--- config.mk ---
export PLATFORM = sky130hd
export DESIGN_NAME = ocp_prescaler
export DESIGN_NICKNAME = d
export VERILOG_FILES = /design/src/pkg/ocp_pkg.sv /design/src/rtl/ocp_prescaler.sv
export VERILOG_INCLUDE_DIRS = /design/src /design/src/pkg
export SDC_FILE = /design/constraint.sdc
export NUM_CORES = 1
export LEC_CHECK = 0
export ABC_CLOCK_PERIOD_IN_PS = 1700
export BUFFER_PORTS_ARGS = -buffer_cell sky130_fd_sc_hd__clkbuf_2
export CORE_ASPECT_RATIO = 1.4
export CORE_MARGIN = 8
export CORE_UTILIZATION = 47
export CTS_CLUSTER_DIAMETER = 100
export DETAILED_ROUTE_END_ITERATION = 12
export GPL_TIMING_DRIVEN = 1
export PLACE_DENSITY = 0.78
export SETUP_SLACK_MARGIN = 0.2
export SLEW_MARGIN = 30
export SYNTH_ARGS = -nofsm -noshare
export SYNTH_HDL_FRONTEND = slang
export SYNTH_SLANG_ARGS = --single-unit
export TNS_END_PERCENT = 5
--- constraint.sdc ---
create_clock -name clk_i -period 1.7 [get_ports clk_i]
set_input_delay 0.255 -clock clk_i [delete_from_list [all_inputs] [get_ports clk_i]]
set_output_delay 0.255 -clock clk_i [all_outputs]
set_load 0.02 [all_outputs]
--- src/pkg/ocp_defs.svh ---
`ifndef OCP_DEFS_SVH
`define OCP_DEFS_SVH
// Register offsets
`define OCP_RELOAD_ADDR   8'h97
`define OCP_MODE_ADDR     8'h8F
// Mode register fields
`define OCP_MODE_DBL_BIT  0
`define OCP_MODE_ACT_BIT  1
// Reset value, fastest reload setting and reload span
`define OCP_RELOAD_RST    8'hFF
`define OCP_FASTEST       8'hFF
`define OCP_RELOAD_SPAN   10'h0FF
// Division figures
`define OCP_PER_DBL_FAST  10'h001
`define OCP_PER_STD_FAST  10'h002
`define OCP_PER_SLOW_STD  10'd1020
`define OCP_PER_SLOW_X2   10'd510
`define OCP_OSC_DBL_MC    4'd6
`define OCP_OSC_STD_MC    4'd12
`endif

--- src/pkg/ocp_pkg.sv ---
`default_nettype none
package ocp_pkg;
   typedef logic [7:0] ocp_byte_t;
   typedef logic [9:0] ocp_cnt_t;
endpackage
`default_nettype wire

--- src/rtl/ocp_prescaler.sv ---
`timescale 1ns/10ps
`default_nettype none
`include "ocp_defs.svh"
module ocp_prescaler (
   input  wire logic               clk_i,
   input  wire logic               arst_n_i,
   input  wire logic               hardware_config_byte_dbl_i,
   input  wire ocp_pkg::ocp_byte_t addr_i,
   input  wire ocp_pkg::ocp_byte_t wdata_i,
   input  wire logic               we_i,
   input  wire logic               re_i,
   output ocp_pkg::ocp_byte_t      rdata_o,
   output logic                    cpu_clk_en_o,
   output logic                    periph_clk_en_o,
   output logic                    osc_clk_en_o,
   output logic                    oscillator_source_select_o,
   output logic                    double_speed_o,
   output logic [3:0]              osc_per_machine_cycle_o
);
   import ocp_pkg::*;

   // ****************************************
   // Register decode
   // ****************************************
   ocp_byte_t clock_divider_reload;
   logic      double_speed_select;
   logic      dbl_active;
   logic      cfg_loaded;
   logic      div2;
   ocp_cnt_t  cnt;
   wire       hit_reload = (addr_i == `OCP_RELOAD_ADDR);
   wire       hit_mode   = (addr_i == `OCP_MODE_ADDR);
   wire       wr_reload  = we_i & hit_reload;
   wire       wr_mode    = we_i & hit_mode;
   wire ocp_byte_t mode_rd = {6'h00, dbl_active, double_speed_select};
   wire ocp_byte_t next_rdata = hit_reload ? clock_divider_reload :
                                hit_mode   ? mode_rd : 8'h00;

   // Reload register, software writable across full range
   always_ff @(posedge clk_i or negedge arst_n_i) begin
      if (!arst_n_i) begin
         clock_divider_reload <= `OCP_RELOAD_RST;
      end else if (wr_reload) begin
         clock_divider_reload <= wdata_i;
      end
   end

   // Read data valid only the cycle after the strobe
   always_ff @(posedge clk_i or negedge arst_n_i) begin
      if (!arst_n_i) begin
         rdata_o <= 8'h00;
      end else begin
         rdata_o <= re_i ? next_rdata : 8'h00;
      end
   end

   // ****************************************
   // Mode selection
   // ****************************************
   // Config strap caught after release, never under async reset
   always_ff @(posedge clk_i or negedge arst_n_i) begin
      if (!arst_n_i) begin
         cfg_loaded          <= 1'b0;
         double_speed_select <= 1'b0;
      end else if (!cfg_loaded) begin
         cfg_loaded          <= 1'b1;
         double_speed_select <= hardware_config_byte_dbl_i;
      end else if (wr_mode) begin
         double_speed_select <= wdata_i[`OCP_MODE_DBL_BIT];
      end
   end

   // Oscillator divided by two reference
   always_ff @(posedge clk_i or negedge arst_n_i) begin
      if (!arst_n_i) begin
         div2 <= 1'b0;
      end else begin
         div2 <= ~div2;
      end
   end

   // Sampled only as div2 rises, so no runt phase at a switch
   always_ff @(posedge clk_i or negedge arst_n_i) begin
      if (!arst_n_i) begin
         dbl_active <= 1'b0;
      end else if (!div2) begin
         dbl_active <= double_speed_select;
      end
   end

   // ****************************************
   // Divider
   // ****************************************
   wire ocp_cnt_t span     = `OCP_RELOAD_SPAN - {2'b00, clock_divider_reload};
   wire           fastest  = (clock_divider_reload == `OCP_FASTEST);
   wire ocp_cnt_t per_dbl  = fastest ? `OCP_PER_DBL_FAST
                                     : {span[8:0], 1'b0};
   wire ocp_cnt_t per_std  = fastest ? `OCP_PER_STD_FAST
                                     : {span[7:0], 2'b00};
   wire ocp_cnt_t next_per = dbl_active ? per_dbl : per_std;
   wire           tick     = (cnt == 10'h001);
   wire ocp_cnt_t next_cnt = tick ? next_per : cnt - 10'h001;

   // Reload taken only at terminal count; phases never cut short
   always_ff @(posedge clk_i or negedge arst_n_i) begin
      if (!arst_n_i) begin
         cnt <= `OCP_PER_STD_FAST;
      end else begin
         cnt <= next_cnt;
      end
   end

   // Both enables from one tick keep CPU and peripherals equal
   always_ff @(posedge clk_i or negedge arst_n_i) begin
      if (!arst_n_i) begin
         cpu_clk_en_o    <= 1'b0;
         periph_clk_en_o <= 1'b0;
      end else begin
         cpu_clk_en_o    <= tick;
         periph_clk_en_o <= tick;
      end
   end

   // Single oscillator, always selected and passed undivided
   always_ff @(posedge clk_i or negedge arst_n_i) begin
      if (!arst_n_i) begin
         osc_clk_en_o               <= 1'b1;
         oscillator_source_select_o <= 1'b1;
      end else begin
         osc_clk_en_o               <= 1'b1;
         oscillator_source_select_o <= 1'b1;
      end
   end

   // Machine cycle length follows active mode
   always_ff @(posedge clk_i or negedge arst_n_i) begin
      if (!arst_n_i) begin
         double_speed_o          <= 1'b0;
         osc_per_machine_cycle_o <= `OCP_OSC_STD_MC;
      end else begin
         double_speed_o          <= dbl_active;
         osc_per_machine_cycle_o <= dbl_active ? `OCP_OSC_DBL_MC : `OCP_OSC_STD_MC;
      end
   end

   // ****************************************
   // Checks
   // ****************************************
   ocp_cnt_t gap;
   ocp_cnt_t per_q;
   logic     armed;
   // Helper: spacing between ticks versus period loaded
   always_ff @(posedge clk_i or negedge arst_n_i) begin
      if (!arst_n_i) begin
         gap   <= 10'h001;
         per_q <= `OCP_PER_STD_FAST;
         armed <= 1'b0;
      end else if (tick) begin
         gap   <= 10'h001;
         per_q <= next_per;
         armed <= 1'b1;
      end else begin
         gap   <= gap + 10'h001;
      end
   end
endmodule
`default_nettype wire

# Yosys cells after proc, flatten, opt, wreduce, memory -nomap -nowiden
# Cells that the tools add are included.
# totals
regBits	36
latch_bits	0
ramBits	0
rom_bits	0
in_bits	21
out_inout_bits	17
n_memories	0
# op_classes
n_addsub	2
n_mul	0
div	0
n_lt_le_gt_ge	0
n_eq_ne	5
n_shift	0
mux	10
bitwise_logic	3
n_reduce_logical	0
# ops
op	count
$mux W10	4
$eq A8 B8 Y1 const B	3
$mux W8	2
$eq A10 B1 Y1 const B	1
$sub A10 B1 Y10 const B	1
$sub A8 B8 Y9 const A	1
$mux W4	1
$and A1 B1 Y1	2
$mux W1	2
$mux W2	1
$ne A2 B1 Y1 const B	1
$not A1 Y1	1

# Longest topological paths before layout
# depth
ltp_word	4
ltp_mapped	6
ltp_nobuf	6

# Least setup slack after synthesis
# No wires, ideal clock.
# synth_path
path_type	register -> register
startpoint	reg cnt[1]
endpoint	reg cnt[0]
setup_ps	125
arrival_ps	1569
required_time_ps	1575
setup_slack_ps	7
stages_incl_launch_ff	7
synth_period_minus_slack_ps	1693
cell_sequence	dfstp_2 > inv_1 > ha_1 > nor2b_1 > nand3_1 > inv_2 > mux2_2
# synth_via
elab_chain_len	2
# synth_lines
item	line	text
from (decl)	ocp_prescaler.sv:30	ocp_cnt_t cnt;
from (signal assigned)	ocp_prescaler.sv:107	cnt <= `OCP_PER_STD_FAST;
from (signal assigned)	ocp_prescaler.sv:109	cnt <= next_cnt;
$eq A10 B1 Y1	ocp_prescaler.sv:101	wire tick = (cnt == 10'h001);
via tick	ocp_prescaler.sv:101	
$mux W10	ocp_prescaler.sv:102	wire ocp_cnt_t next_cnt = tick ? next_per : cnt - 10'h001;
via next_cnt[0]	ocp_prescaler.sv:102	
# The timed path passes the listed nets, and every way through them passes these cells.
# A chain may end at the register's enable or synchronous reset.

# Worst setup path in the final report
# layout_path
startpoint	reg cnt[2]
endpoint	reg cnt[0]
# The elaborated chain is that of the path after synthesis.

==> metrics.md <==
| Metric | Value |
|---|---|
| Post-detailed-route count of antenna-violating nets | 0 |
| Reg2reg end | cnt[0] |
| Final setup violation count | 0 |
| PortBufs | 33 |
| Clock root cell | clkbuf_8 |
| Crit path kind | reg2reg |
| P_int | 1230 uW |
| P_sw | 368 uW |
| I/O pin count | 38 |
| Fin crit share | 92.2% |
| GRT Overall Usage | 14.6% |
| Worst Setup SP | cnt[2] |
| Net Sw Frac | 23.0% |
| Startpoint class of the critical path | flop |
| Hold Path Sink | clock_divider_reload[3] |
| Final HPWL DP | 2750 um |
| Clk pwr share | 40.3% |
| Placed insts | 208 |
| Vias per Instance | 5.47 |
| Setup Skew | 0.00508 ns |
| RSZ-0062 raised after global routing | yes |
| Synth Instances | 135 |
| Worst path cell trace | nor4_4 -> nand3_2 -> inv_2 -> mux2_2 |
| R2R cell count | 4 |
| Clk_lat worst skew | 0.29 ns |
| Slowest cell delay on critical path | 0.44 ns |
| Max-cap violations | 0 |
| Critical Path Sink Type | flop |
| GRT overflow | 0 |
| Slowest cell on crit path | dfrtp_2 |
| Worst-path maximum fanout | 6 |
| Synth area leader | dfrtp_1 |
| ANT cells | 0 |
| Max Freq | 638 MHz |
| Total Routed Length | 3690 um |
| Number of global-route vias before repair | 1328 |
| Post-Layout Cell Count | 222 |
| Number of synthesis warnings | 0 |
| Worst-path clk slew | 0.07 ns |
| Slew @ Worst Pin | 0.541 ns |
| Syn avg cell area | 12.0 um2 |
| Final Slew Violations | 0 |
| Synth unique cells | 48 |
| Clock period minus worst slack | 1.57 ns |
| PwrDens | 787 mW/mm2 |
| Antenna violations before repair | 0 |
| Hold depth | 2 |
| Die H | 85.6 um |
| Ys flop type | dfrtp_1 |
| Most frequent cell after synthesis | dfrtp_1 |
| Router iterations before antenna repair | 4 |
| Synth top area share | 35.4% |
| 1st-iter DRT viols | 57 |
| DRC viols | 0 |
| Clk buf depth | 2 |
| Die Area | 0.00562 mm2 |
| Post-synth EDFFs | 0 |
| Final net count | 204 |
| Synth top cells by count | dfrtp_1 (23), mux2_2 (13), dfstp_2 (10) |
| Async S/R FF share, synth | 100% |
| Seq/Total Area, Yosys | 51.6% |
| Detailed-route via count | 1215 |
| Post-Syn Area | 0.00163 mm2 |
| Row cnt | 25 |
| Initial Util | 48.6% |
| Comb pwr share | 7.0% |
| Slew margin rel. | 63.9% |
| Leak | 0.000914 uW |
| Die Span X | 65.7 um |
| Worst hold path type | in2reg |
| Worst hold start | wdata_i[3] |
| Area Growth Syn to Fin | 24.9% |
| Data required, critical path | 1.87 ns |
| Sequential power share | 52.6% |
| R2R Setup Slk | 0.13 ns |
| Status | finished, final reports clean |
| Synth top area cells | dfrtp_1 (35%), dfstp_2 (16%), mux2_2 (9.0%) |
| H-tree Lvls | 2 |
| VDD IR max | 712 uV |
| Layout cell share with drive strength beyond 1 | 48.9% |
| Total negative slack | 0 ns |
| R2r startpoint | cnt[2] |
| Global-route wire length before repair | 6310 um |
| Pin count of the biggest net entering global routing | 34 |
| WP data arrival | 1.74 ns |
| Yosys reg bits | 33 |
| CTS buffer count | 5 |
| GPL Wtd Cong | 0.954 |
| Wire per inst | 16.6 um |
| Final hold violation count | 0 |
| CORE AREA | 0.00335 mm2 |
| Clock tree sinks | 33 |
| CTS tree | built |
power by group through the flow:
stage               sequential [uW]  combinational (uW)  clock (uW)
floorplan                       846                66.5           0
global placement                853                 108           0
detailed placement              854                 113           0
CTS                             841                 115         667
global route                    843                 126         699
finish                          841                 113         644
cells in the final DEF (no fill, tap or decap), drive strengths merged, types with 2 or more instances in the layout:
| master | count |
|---|---|
| or4 | 2 |
| nor3 | 5 |
| conb | 5 |
| nor2 | 4 |
| nand4 | 3 |
| dfstp | 10 |
| ha | 2 |
| nor3b | 2 |
| o211ai | 2 |
| o21ai | 2 |
| clkbuf | 40 |
| o2111ai | 2 |
| xnor2 | 2 |
| nand4b | 2 |
| nand2 | 4 |
| mux2 | 13 |
| a22oi | 2 |
| nand3 | 2 |
| nand2b | 2 |
| dfrtp | 23 |
| and2 | 6 |
| inv | 7 |
| nor4 | 3 |
| mux2i | 7 |
| nor2b | 3 |
| buf | 10 |
registers in the layout, summed over array words and instances (netlist names):
name / cells
double_speed_select: 1
cpu_clk_en_o: 1
dbl_active: 1
cfg_loaded: 1
rdata_o: 8
div2: 1
cnt: 10
osc_per_machine_cycle_o: 2
clock_divider_reload: 8
kinds of logic after synthesis:
logic type	Yosys count	share of synthesized area (%)
multiplexers	20	13.3
buffers and inverters	15	4.93
AO/OA/AOI/OAI	19	9.47
adder cells (fa/ha/maj)	2	1.54
AND/OR/NAND/NOR	42	17.6
other	2	0.462
XOR/XNOR	2	1.08
flip-flops	33	51.6
worst max-delay path by stage:
stage	end	slack [ns]	cells past startpoint
6_report	cnt[0]	0.13	4
5_1_grt	cnt[6]	0.07	5
4_1_cts	cnt[6]	0.14	5
3_5_place_dp	cnt[0]	0.02	5
3_3_place_gp	cnt[0]	0.12	5
2_1_floorplan	cnt[6]	0.17	4
timing repair:
action / 4_1_cts / 5_1_grt
pin swaps: 0 / 1
resized for setup: 4 / 2
setup buffers: 5 / 0
setup endpoints to repair: 5 / 4
hold endpoints to repair: 23 / 0
hold buffers: 1 / 0
worst max-delay path, delay by kind of cell (launching register included):
kind,cells,cell delay (ns)
muxes,1,0.36
and+or+nand+nor,2,0.52
DFF,1,0.44
buffers and inverters,1,0.14
per-layer routing:
metal	vias to the layer above	part of all wire (%)	track usage (%)
li1	571	-	-
met1	599	37	14.8
met2	36	54	25.0
met3	9	6.4	5.87
met4	0	2.6	7.17
met5	-	0	0
final cells by class:
cell class	instances	area, um2
Inverter	7	26.3
Clock inverter	1	5.00
Tap cell	40	50.0
Sequential cell	33	841
Fill cell	293	1320
Multi-Input combinational cell	90	757
Clock buffer	7	96.3
Timing Repair Buffer	44	254
stage by stage:
| stage | hold slack (ns) | setup slack [ns] | instance area [um2] | power [uW] | utilization, % |
|---|---|---|---|---|---|
| 6_report | 0.199 | 0.133 | 2030 | 1600 | 60.6 |
| 5_1_grt | 0.190 | 0.0718 | 2030 | 1670 | 60.6 |
| 4_1_cts | 0.189 | 0.140 | 2020 | 1620 | 60.4 |
| 3_5_place_dp | 0.306 | 0.0155 | 1860 | 967 | 55.5 |
| 3_3_place_gp | 0.286 | 0.117 | 1860 | 961 | 55.5 |
| 2_1_floorplan | -0.0406 | 0.167 | 1660 | 912 | - |
No activity file was read; power rests on OpenSTA's default activity.
